<file path="src/hdl/pcm_defines.svh">
// constants for the per-channel power mode controller
`ifndef PCM_DEFINES_SVH
`define PCM_DEFINES_SVH

`define PCM_NUM_CH 4
`define PCM_ADDR_OPMODE 8'h12
`define PCM_ADDR_DISC 8'h13
`define PCM_ADDR_ENABLE 8'h14
`define PCM_ADDR_PWRON 8'h19
`define PCM_ADDR_EVENT 8'h02
`define PCM_ADDR_POWER 8'h10
`define PCM_OPMODE_RST 8'h00
`define PCM_DISC_RST 8'h0F
`define PCM_DISC_MASK 8'h0F
`define PCM_POLICE_OFF 8'hFF
`define PCM_CLEAR_TIME_US 5000
`define PCM_CLK_MHZ 25
`define PCM_CLEAR_CYCLES (`PCM_CLEAR_TIME_US * `PCM_CLK_MHZ)
`define PCM_DET_CYCLES 16'h0040
`define PCM_CLS_CYCLES 16'h0020
`define PCM_COOL_CYCLES 16'h0100

`endif

</file>
<file path="src/hdl/pcm_pkg.sv">
// types shared by the power mode controller
`default_nettype none
package pcm_pkg;
  typedef enum logic [1:0] {
    PCM_MODE_OFF = 2'h0,
    PCM_MODE_MANUAL = 2'h1,
    PCM_MODE_SEMI = 2'h2,
    PCM_MODE_AUTO = 2'h3
  } pcm_mode_t;

  typedef enum logic [4:0] {
    PCM_ST_IDLE = 5'b0_0001,
    PCM_ST_DETECT = 5'b0_0010,
    PCM_ST_CLASS = 5'b0_0100,
    PCM_ST_POWERED = 5'b0_1000,
    PCM_ST_COOL = 5'b1_0000
  } pcm_state_t;

  // register access from the serial command decoder
  typedef struct packed {
    logic wr;
    logic rd;
    logic [7:0] addr;
    logic [7:0] wdata;
  } pcm_req_t;

  // measurement results from the analog front end, one set per channel
  typedef struct packed {
    logic det_valid;
    logic cls_valid;
    logic power_good;
    logic fault;
  } pcm_meas_t;
endpackage
`default_nettype wire

</file>
<file path="src/hdl/pcm_mode_ctrl.sv">
// per-channel operating mode control with its command registers
`default_nettype none
`include "pcm_defines.svh"

module pcm_mode_ctrl
  import pcm_pkg::*;
(
  input wire logic i_core_clk,
  input wire logic i_rst,
  input wire pcm_req_t i_req,
  input wire pcm_meas_t [3:0] i_meas,
  input wire logic [3:0] i_alloc_ok,
  input wire logic [3:0][7:0] i_class_police,
  input wire logic [3:0] i_class_double_fb,
  output logic [7:0] o_rdata,
  output logic [3:0] o_power_enable,
  output logic [3:0] o_detect_active,
  output logic [3:0] o_class_active,
  output logic [3:0] o_dc_disconnect_en,
  output logic [3:0][7:0] o_police,
  output logic [3:0] o_double_fb,
  output logic [3:0] o_clear_busy
);

  localparam int NCH = `PCM_NUM_CH;
  localparam logic [22:0] CLEAR_CYC = 23'(`PCM_CLEAR_CYCLES);

  // registered state
  logic [7:0] opmode;
  logic [7:0] disc;
  logic [3:0] detect_enable_bit;
  logic [3:0] class_enable_bit;
  logic [3:0] power_enabled_bit;
  logic [3:0] power_good_bit;
  logic [3:0] power_good_change_flag;
  logic [3:0] power_enable_change_flag;
  pcm_state_t [3:0] st;
  logic [3:0][15:0] tmr;
  logic [3:0][22:0] clr_cnt;
  logic [3:0][7:0] police;
  logic [3:0] double_fb;
  logic [7:0] rdata;

  logic [7:0] next_opmode;
  logic [7:0] next_disc;
  logic [3:0] next_detect_enable_bit;
  logic [3:0] next_class_enable_bit;
  logic [3:0] next_power_enabled_bit;
  logic [3:0] next_power_good_bit;
  logic [3:0] next_power_good_change_flag;
  logic [3:0] next_power_enable_change_flag;
  pcm_state_t [3:0] next_st;
  logic [3:0][15:0] next_tmr;
  logic [3:0][22:0] next_clr_cnt;
  logic [3:0][7:0] next_police;
  logic [3:0] next_double_fb;
  logic [7:0] next_rdata;

  logic wr_mode;
  logic wr_disc;
  logic wr_en;
  logic wr_pwon;
  logic rd_event;

  assign wr_mode = i_req.wr && (i_req.addr == `PCM_ADDR_OPMODE);
  assign wr_disc = i_req.wr && (i_req.addr == `PCM_ADDR_DISC);
  assign wr_en = i_req.wr && (i_req.addr == `PCM_ADDR_ENABLE);
  assign wr_pwon = i_req.wr && (i_req.addr == `PCM_ADDR_PWRON);
  assign rd_event = i_req.rd && (i_req.addr == `PCM_ADDR_EVENT);

  always_comb begin
    pcm_mode_t old_m;
    pcm_mode_t new_m;
    logic enter_off;
    logic pwon;
    old_m = PCM_MODE_OFF;
    new_m = PCM_MODE_OFF;
    enter_off = 1'b0;
    pwon = 1'b0;
    next_opmode = wr_mode ? i_req.wdata : opmode;
    next_disc = wr_disc ? i_req.wdata : disc;
    next_detect_enable_bit = detect_enable_bit;
    next_class_enable_bit = class_enable_bit;
    next_power_enabled_bit = power_enabled_bit;
    next_power_good_bit = power_good_bit;
    // reading the event register clears it; a new event in the same cycle wins
    next_power_good_change_flag = rd_event ? 4'h0 : power_good_change_flag;
    next_power_enable_change_flag = rd_event ? 4'h0 : power_enable_change_flag;
    next_st = st;
    next_tmr = tmr;
    next_clr_cnt = clr_cnt;
    next_police = police;
    next_double_fb = double_fb;
    if (wr_en) begin
      next_detect_enable_bit = i_req.wdata[3:0];
      next_class_enable_bit = i_req.wdata[7:4];
    end
    for (int n = 0; n < NCH; n++) begin
      old_m = pcm_mode_t'(opmode[2*n +: 2]);
      new_m = pcm_mode_t'(next_opmode[2*n +: 2]);
      enter_off = (new_m == PCM_MODE_OFF) && (old_m != PCM_MODE_OFF);
      pwon = wr_pwon && i_req.wdata[n] && (new_m != PCM_MODE_OFF);
      if (tmr[n] != 16'h0000) begin
        next_tmr[n] = tmr[n] - 16'h0001;
      end
      if (clr_cnt[n] != 23'h00_0000) begin
        next_clr_cnt[n] = clr_cnt[n] - 23'h00_0001;
      end
      if (enter_off) begin
        // channel-local clear only; other channels keep their bits
        next_detect_enable_bit[n] = 1'b0;
        next_class_enable_bit[n] = 1'b0;
        next_power_enabled_bit[n] = 1'b0;
        next_power_good_bit[n] = 1'b0;
        next_police[n] = `PCM_POLICE_OFF;
        next_double_fb[n] = 1'b0;
        next_st[n] = PCM_ST_IDLE;
        next_tmr[n] = 16'h0000;
        next_clr_cnt[n] = CLEAR_CYC;
      end else if (new_m == PCM_MODE_OFF) begin
        next_st[n] = PCM_ST_IDLE;
        next_power_enabled_bit[n] = 1'b0;
        next_power_good_bit[n] = 1'b0;
      end else if (old_m == PCM_MODE_SEMI && new_m == PCM_MODE_MANUAL &&
                   st[n] == PCM_ST_COOL) begin
        next_st[n] = PCM_ST_IDLE;
        next_tmr[n] = 16'h0000;
      end else if (pwon) begin
        next_st[n] = PCM_ST_POWERED;
        next_power_enabled_bit[n] = 1'b1;
        next_police[n] = i_class_police[n];
        next_double_fb[n] = i_class_double_fb[n];
      end else begin
        unique case (st[n])
          PCM_ST_IDLE: begin
            if (new_m == PCM_MODE_MANUAL) begin
              // a single cycle per enable; bits self-clear when used
              if (detect_enable_bit[n]) begin
                next_st[n] = PCM_ST_DETECT;
                next_tmr[n] = `PCM_DET_CYCLES;
                next_detect_enable_bit[n] = 1'b0;
              end else if (class_enable_bit[n]) begin
                next_st[n] = PCM_ST_CLASS;
                next_tmr[n] = `PCM_CLS_CYCLES;
                next_class_enable_bit[n] = 1'b0;
              end
            end else if (new_m == PCM_MODE_SEMI && detect_enable_bit[n]) begin
              next_st[n] = PCM_ST_DETECT;
              next_tmr[n] = `PCM_DET_CYCLES;
            end else if (new_m == PCM_MODE_AUTO && detect_enable_bit[n] &&
                         class_enable_bit[n]) begin
              next_st[n] = PCM_ST_DETECT;
              next_tmr[n] = `PCM_DET_CYCLES;
            end
          end
          PCM_ST_DETECT: begin
            if (tmr[n] == 16'h0000) begin
              if (new_m == PCM_MODE_MANUAL) begin
                next_st[n] = class_enable_bit[n] ? PCM_ST_CLASS : PCM_ST_IDLE;
                next_tmr[n] = class_enable_bit[n] ? `PCM_CLS_CYCLES : 16'h0000;
                next_class_enable_bit[n] = 1'b0;
              end else if (class_enable_bit[n] && i_meas[n].det_valid) begin
                next_st[n] = PCM_ST_CLASS;
                next_tmr[n] = `PCM_CLS_CYCLES;
              end else begin
                next_st[n] = PCM_ST_IDLE;
              end
            end
          end
          PCM_ST_CLASS: begin
            if (tmr[n] == 16'h0000) begin
              if (new_m == PCM_MODE_AUTO && i_meas[n].cls_valid && i_alloc_ok[n]) begin
                next_st[n] = PCM_ST_POWERED;
                next_power_enabled_bit[n] = 1'b1;
                next_police[n] = i_class_police[n];
                next_double_fb[n] = i_class_double_fb[n];
              end else begin
                // semiauto keeps cycling unpowered; power waits for the host
                next_st[n] = PCM_ST_IDLE;
              end
            end
          end
          PCM_ST_POWERED: begin
            next_power_good_bit[n] = i_meas[n].power_good;
            if (i_meas[n].fault) begin
              next_power_enabled_bit[n] = 1'b0;
              next_power_good_bit[n] = 1'b0;
              next_st[n] = PCM_ST_COOL;
              next_tmr[n] = `PCM_COOL_CYCLES;
            end
          end
          PCM_ST_COOL: begin
            if (tmr[n] == 16'h0000) begin
              next_st[n] = PCM_ST_IDLE;
            end
          end
          default: begin
            next_st[n] = PCM_ST_IDLE;
          end
        endcase
      end
      if ((power_good_bit[n] && !next_power_good_bit[n]) ||
          (power_enabled_bit[n] && !next_power_enabled_bit[n])) begin
        next_power_good_change_flag[n] = 1'b1;
        next_power_enable_change_flag[n] = 1'b1;
      end
    end
  end

  // read data holds between reads, so the host may fetch it late
  always_comb begin
    next_rdata = rdata;
    if (i_req.rd) begin
      unique case (i_req.addr)
        `PCM_ADDR_OPMODE: next_rdata = opmode;
        `PCM_ADDR_DISC: next_rdata = disc;
        `PCM_ADDR_ENABLE: next_rdata = {class_enable_bit, detect_enable_bit};
        `PCM_ADDR_EVENT: next_rdata = {power_good_change_flag, power_enable_change_flag};
        `PCM_ADDR_POWER: next_rdata = {power_good_bit, power_enabled_bit};
        default: next_rdata = 8'h00;
      endcase
    end
  end

  always_ff @(posedge i_core_clk) begin
    if (i_rst) begin
      rdata <= 8'h00;
    end else begin
      rdata <= next_rdata;
    end
  end

  always_ff @(posedge i_core_clk) begin
    if (i_rst) begin
      opmode <= `PCM_OPMODE_RST;
      disc <= `PCM_DISC_RST;
      detect_enable_bit <= 4'h0;
      class_enable_bit <= 4'h0;
      power_enabled_bit <= 4'h0;
      power_good_bit <= 4'h0;
      power_good_change_flag <= 4'h0;
      power_enable_change_flag <= 4'h0;
      st <= '{default: PCM_ST_IDLE};
      tmr <= '0;
      clr_cnt <= '0;
      police <= {NCH{`PCM_POLICE_OFF}};
      double_fb <= 4'h0;
    end else begin
      opmode <= next_opmode;
      disc <= next_disc;
      detect_enable_bit <= next_detect_enable_bit;
      class_enable_bit <= next_class_enable_bit;
      power_enabled_bit <= next_power_enabled_bit;
      power_good_bit <= next_power_good_bit;
      power_good_change_flag <= next_power_good_change_flag;
      power_enable_change_flag <= next_power_enable_change_flag;
      st <= next_st;
      tmr <= next_tmr;
      clr_cnt <= next_clr_cnt;
      police <= next_police;
      double_fb <= next_double_fb;
    end
  end

  always_comb begin
    for (int n = 0; n < NCH; n++) begin
      o_detect_active[n] = (st[n] == PCM_ST_DETECT);
      o_class_active[n] = (st[n] == PCM_ST_CLASS);
      o_clear_busy[n] = (clr_cnt[n] != 23'h00_0000);
    end
  end

  assign o_rdata = rdata;
  assign o_power_enable = power_enabled_bit;
  assign o_dc_disconnect_en = disc[3:0];
  assign o_police = police;
  assign o_double_fb = double_fb;

endmodule
`default_nettype wire

</file>
<file path="config.mk">
export PLATFORM = sky130hd
export DESIGN_NAME = pcm_mode_ctrl
export DESIGN_NICKNAME = d
export VERILOG_FILES = /design/src/hdl/pcm_pkg.sv /design/src/hdl/pcm_mode_ctrl.sv
export VERILOG_INCLUDE_DIRS = /design/src /design/src/hdl
export SDC_FILE = /design/constraint.sdc
export NUM_CORES = 1
export LEC_CHECK = 0
export BUFFER_PORTS_ARGS = -buffer_cell sky130_fd_sc_hd__buf_2
export CAP_MARGIN = 0
export CORE_ASPECT_RATIO = 1.4
export CORE_UTILIZATION = 38
export CTS_BUF_LIST = sky130_fd_sc_hd__clkbuf_4 sky130_fd_sc_hd__clkbuf_8
export CTS_CLUSTER_SIZE = 20
export DETAILED_ROUTE_END_ITERATION = 10
export GPL_TIMING_DRIVEN = 0
export PLACE_DENSITY_LB_ADDON = 0.08
export SYNTH_ARGS = -nofsm -noshare
export SYNTH_HDL_FRONTEND = slang
export SYNTH_SLANG_ARGS = --single-unit
</file>
<file path="constraint.sdc">
create_clock -name i_core_clk -period 3.9 [get_ports i_core_clk]
set_input_delay 0.78 -clock i_core_clk [delete_from_list [all_inputs] [get_ports i_core_clk]]
set_output_delay 0.78 -clock i_core_clk [all_outputs]
set_load 0.02 [all_outputs]
</file>
==> impl_metrics.toml, run 1 <==
[cells_and_area]
layout-drive-gt1-share = 0.151
finalCoreUtilization = 0.452
areaGrowthSynthToFinish_pct = 16.4
finalNetCount = 1871
fin_cells = 2263

[synth]
syn_area_per_cell_um2 = 8.32
ys_types = 89
yosys_warnings = 0
async_reset_ff_frac = 0
synth_edf_count = 0
synth_flop_cell = "dfxtp_1"
synth_cells = 1601
ys_seq_elements = 256
syn_nets = 1689
syn_area_um2 = 13300
synth-seq-area-share = 0.385

[routing]
vias = 12333
routed_wl_mm = 39.2
first_pass_iters = 5
ant_nets = 0
wire_per_inst_um = 17.3
drt_iter0_drc = 583
via_per_inst = 5.45
drc = 0

[worst_setup_path]
r2r_slack_ps = 950
r2r_start = "tmr[26]"
crit_arrival_ps = 2840
path_class = "flop to primary output"
critPathCaptureType = "primary output"
crit_required_ps = 3120
cp_max_fo = 8
crit_path_start = "clr_cnt[63]"
start_kind = "flop"

[floorplanning]
std_cell_rows = 80
io_pins = 140
coreArea_um2 = 34300
die_w_um = 160
initial_utilization = 0.388
die-area_um2 = 35800
die_h_um = 224

[hold_path]
hold_class = "primary input to flop"
min_from = "i_class_police[17]"

[cts]
cts.clk_slew.worst_paths_ps = 60
cts.sinks = 256
clockBufferDepth = 3
cts_tree = "built"
numCtsBuffers = 46
htree_levels = 2
clock_latency_ps = 590
cts_resized = 0
ctsRootBufferMaster = "clkbuf_8"
cts_setup_buffers = 0
ctsHoldBuffers = 0

[grt]
grt_pass1_vias = 11982
globalRouteTotalUtil = 0.217
grt_pass1_wl_mm = 62.5
antenna_found_initial = 6
grt_overflow = 0
grt_max_degree = 12

[run]
maxCapViolations = 0

[power]
ir_worst_vdd_uv = 328
p_leak_nw = 5.85
p_per_area_nw_per_um2 = 668

[sta]
slew_headroom = 0.237
setup_viol = 0
slew_violations = 0
min_period_over_period = 0.928
hold_violations = 0
fmax_mhz = 276
hold_ws_ps = 409
fin_ws_ps = 279
worst_pin_slew_ps = 1140
layout_min_cycle_time_ps = 3620
fin_worst_skew_ps = 22.3
rsz0062_at_grt = "no"

[status]
outcome = "finished, final reports clean"

[place]
io_buffers = 134
gp_congestion = 0.927
hpwl_mm = 28.8
place_inst = 2186
post-place-ws_ps = -58.7
metal layers:
| metal | global-route usage | part of all wire | up-vias |
|---|---|---|---|
| li1 | - | - | 6153 |
| met1 | 0.252 | 0.42 | 5738 |
| met2 | 0.382 | 0.49 | 342 |
| met3 | 0.0424 | 0.055 | 96 |
| met4 | 0.100 | 0.037 | 4 |
| met5 | 0 | 0.00041 | - |
state kept, by name (all words and copies together) (netlist names):
signal,cells
class_enable_bit,4
clr_cnt,92
detect_enable_bit,4
disc,8
o_double_fb,4
o_police,32
o_power_enable,4
o_rdata,8
opmode,8
power_enable_change_flag,4
power_good_bit,4
st,20
tmr,64
cells in the final DEF, fill, tap and decap left out, types with 7 or more instances in the layout:
cell / n
a21o_1: 10
or3_1: 29
nand3b_1: 13
nand2b_1: 19
a31oi_1: 11
and3_1: 15
a22oi_1: 17
inv_1: 39
nor4_1: 41
o31ai_1: 16
nand4_1: 13
nor2_1: 212
o211ai_1: 10
a211oi_1: 24
xnor2_1: 64
nand3_1: 52
nor3_1: 67
o21ai_0: 46
dfxtp_1: 256
mux2i_1: 54
buf_2: 140
clkbuf_8: 57
ha_1: 12
clkbuf_4: 10
and2_1: 7
or4_1: 27
xor2_1: 60
buf_4: 11
clkbuf_1: 46
a21oi_1: 99
mux2_2: 12
nand2_1: 160
nor2b_1: 8
a311oi_1: 13
critical path: stages, from the launching register on:
cell     delay, ps
dfxtp_1        340
or4_1          540
or4_1          490
or4_1          530
buf_2          190
buf_2          170
logic make-up after synthesis:
kind of cell	synth area share
xor gates and xnor gates	0.0815
AOI/OAI and AO/OA	0.165
buffers and inverters	0.0364
muxes	0.0507
adders and majority gates	0.0113
DFF	0.385
and+or+nand+nor	0.270
cell usage after synthesis, drive strengths merged, types with 12 or more instances:
cell type  instances  area (µm²)
dfxtp            256        5120
nor2             212         796
nand2            161         607
a21oi            100         504
nor3              69         355
xnor2             64         561
xor2              60         526
mux2i             54         541
nand3             53         270
o21ai             53         269
clkbuf            46         173
nor4              44         303
inv               39         146
or3               29         181
or4               28         214
a211oi            25         193
buf               23         165
nand2b            19         119
a22oi             17         128
o31ai             17         133
and3              15        93.8
a311oi            14         129
nand3b            13        97.6
nand4             13        81.3
ha                12         150
mux2              12         135
per-stage QoR:
stage | instance area [µm²] | TNS (ps) | total power [mW]
4_1_cts | 15500 | 0 | 10.5
5_1_grt | 15500 | 0 | 11.2
2_1_floorplan | 13300 | 0 | 6.89
3_3_place_gp | 14600 | -708 | 7.67
3_5_place_dp | 14600 | -595 | 7.73
6_report | 15500 | 0 | 10.4
cell type report:
cell class,instances,area [µm²]
plain buffers,69,338
repair buffers,134,671
clock inverters,7,87.6
multi-input cells,1237,7710
well taps,451,564
fillers,3581,18800
diodes,3,7.51
clock buffers,67,860
flip-flops and latches,256,5120
inverters,39,146
power breakdown:
group          switching, mW  total, mW  internal [mW]
combinational           2.25       3.96           1.72
clock                   1.14       2.67           1.53
sequential             0.514       3.72           3.20
total                   3.91       10.4           6.45
final timing paths:
check / end / cells after the start
setup / recovery: o_clear_busy[2] / 5
hold / removal: o_police[17] / 3
setup reg to reg: tmr[26] / 8
hold reg to reg: clr_cnt[68] / 2
No activity file was read; power rests on OpenSTA's default activity.
==> run 2, diff against run 1 <==
ABC_AREA = 1   (was not set)
CELL_PAD_IN_SITES_DETAIL_PLACEMENT = 2   (was not set)
CELL_PAD_IN_SITES_GLOBAL_PLACEMENT = 2   (was not set)
CORE_UTILIZATION = 34   (was 38)
==> run 2 against run 1 <==
Net effect: total power up 21%; largest cell class unchanged; highest routed layer unchanged; clock power is 9.4% higher; design area grew 7.0%; count of clock-buffer cells in the layout up 1.
==> impl_metrics.toml, run 2 <==
[floorplanning]
io_pins = 140
die-area_um2 = 42500
die_h_um = 243
coreArea_um2 = 41200
die_w_um = 174
initial_utilization = 0.344
std_cell_rows = 88

[worst_setup_path]
cp_slowest_stage_delay_ps = 660
cp_max_fo = 5
path_class = "flop to primary output"
crit_slowest_cell = "nor4_1"
path_buf_inv = 2
critPathCaptureType = "primary output"
crit_required_ps = 3120
crit_chain = "nor2_1 > inv_1 > nor2_1 > nand3_1 > nor4_1 > nand3_1 > buf_2"
crit_arrival_ps = 2710
start_kind = "flop"
critPathTopFamily = "simple AND/OR/NAND/NOR gates"

[synth]
synth_edf_count = 0
synth_cells = 2126
syn_area_um2 = 14200
syn_area_per_cell_um2 = 6.66
syn_nets = 2214
yosys_warnings = 0
yosysTopAreaCellShare = 0.362
ys_seq_elements = 256
synth_most_common_cell = "nand2_1"
synth_common_cells = "nand2_1 (480), nor2_1 (325), inv_1 (271)"
synth-seq-area-share = 0.362
netlist_top_cells_area = "dfxtp_1 (36%), nand2_1 (13%), nor2_1 (8.6%), inv_1 (7.2%), nand3_1 (5.1%)"
ys_types = 57
async_reset_ff_frac = 0
synth_flop_cell = "dfxtp_1"
yosys.area.top_type = "dfxtp_1"

[cts]
cts_tree = "built"
cts_resized = 0
htree_levels = 2
clockBufferDepth = 3
numCtsBuffers = 49
cts.clk_slew.worst_paths_ps = 60
ctsHoldBuffers = 0
cts_setup_buffers = 0
clock_latency_ps = 620
cts.sinks = 256
ctsRootBufferMaster = "clkbuf_8"

[grt]
grt_max_degree = 13
grt_pass1_vias = 16456
grt_overflow = 0
antenna_found_initial = 3
grt_pass1_wl_mm = 84.3
globalRouteTotalUtil = 0.245

[place]
hpwl_mm = 40.6
place_inst = 2803
io_buffers = 137
gp_congestion = 0.877

[cells_and_area]
layout-drive-gt1-share = 0.153
top_register = "clr_cnt"
layout_common_cells = "nand2_1 (480), nor2_1 (325), inv_1 (271), dfxtp_1 (256), nand3_1 (145)"
largest_register_ffs = 92
areaGrowthSynthToFinish_pct = 17.1
mostFrequentLayoutCell = "nand2_1"
finalNetCount = 2402
fin_cells = 2895

[sta]
fin_worst_skew_ps = 39.9
layout_min_cycle_time_ps = 3490
final.setup.tns_ps = 0
worst_pin_slew_ps = 1150
fmax_mhz = 286
slew_violations = 0
slew_headroom = 0.228
rsz0062_at_grt = "no"
hold_violations = 0
min_period_over_period = 0.896
setup_viol = 0

[power]
p_per_area_nw_per_um2 = 758
p_leak_nw = 7.83
power.total_mw = 12.6
ir_worst_vdd_uv = 417

[routing]
routed_wl_mm = 51.8
drt_iter0_drc = 387
drc = 0
via_per_inst = 5.12
wire_per_inst_um = 17.9
ant_nets = 0
first_pass_iters = 4
vias = 14829

[run]
maxCapViolations = 0

[status]
outcome = "finished, final reports clean"

[hold_path]
hold_class = "primary input to flop"
[run 2: layer usage]
| layer | share of wire | track usage | vias to the layer above |
|---|---|---|---|
| li1 | - | - | 7256 |
| met3 | 0.035 | 0.0392 | 88 |
| met4 | 0.032 | 0.0900 | 4 |
| met2 | 0.53 | 0.479 | 212 |
| met5 | 0.00043 | 0 | - |
| met1 | 0.40 | 0.259 | 7269 |
[run 2: logic make-up after synthesis]
group,count (synthesis),synth area share
flops,256,0.362
simple gates,1185,0.371
compound gates,269,0.116
xor+xnor,79,0.0489
fa+ha+maj,12,0.0106
buf+inv,325,0.0917
[run 2: cell type report]
type                       count  area (µm²)
antenna                        1        2.50
buffer                        32         199
clock buffer                  68         892
clock inverter                23         173
fill                        5126       24600
inverter                     293        1100
multi-input combinational   1545        7740
sequential                   256        5120
tap                          540         676
timing repair buffer         137         686
[run 2: path summary, 6_finish.rpt]
kind	slack (ps)	end	from	depth (start not counted)
max reg2reg	1120	o_double_fb[2]	tmr[32]	9
max	410	o_clear_busy[0]	clr_cnt[6]	7
min	400	o_police[28]	i_class_police[28]	3
min reg2reg	460	o_police[16]	o_police[16]	2
[run 2: per-stage QoR]
stage | setup slack, ps | hold slack [ps] | cell area [µm²] | util
after floorplan | 1470 | 417 | 14200 | -
after global placement | 432 | 425 | 15500 | 0.377
after detailed placement | 384 | 444 | 15500 | 0.377
after CTS | 336 | 354 | 16600 | 0.403
after global routing | 68.6 | 372 | 16600 | 0.403
final | 407 | 400 | 16600 | 0.403
[run 2: worst reg2reg max path: stages (launching register included)]
cell     delay (ps)
dfxtp_1         320
inv_1           120
ha_1            210
nand2_1          80
nor3_1          190
nand2_1         210
o21ai_0         920
buf_2           380
o21ai_0         110
a21oi_1         120
[run 2: power by group]
group / switching, mW / total [mW] / internal [mW] / leakage, nW
combinational: 3.75 / 5.81 / 2.06 / 5.17
clock: 1.30 / 2.92 / 1.62 / 0.570
sequential: 0.576 / 3.84 / 3.27 / 2.09
total: 5.62 / 12.6 / 6.95 / 7.83
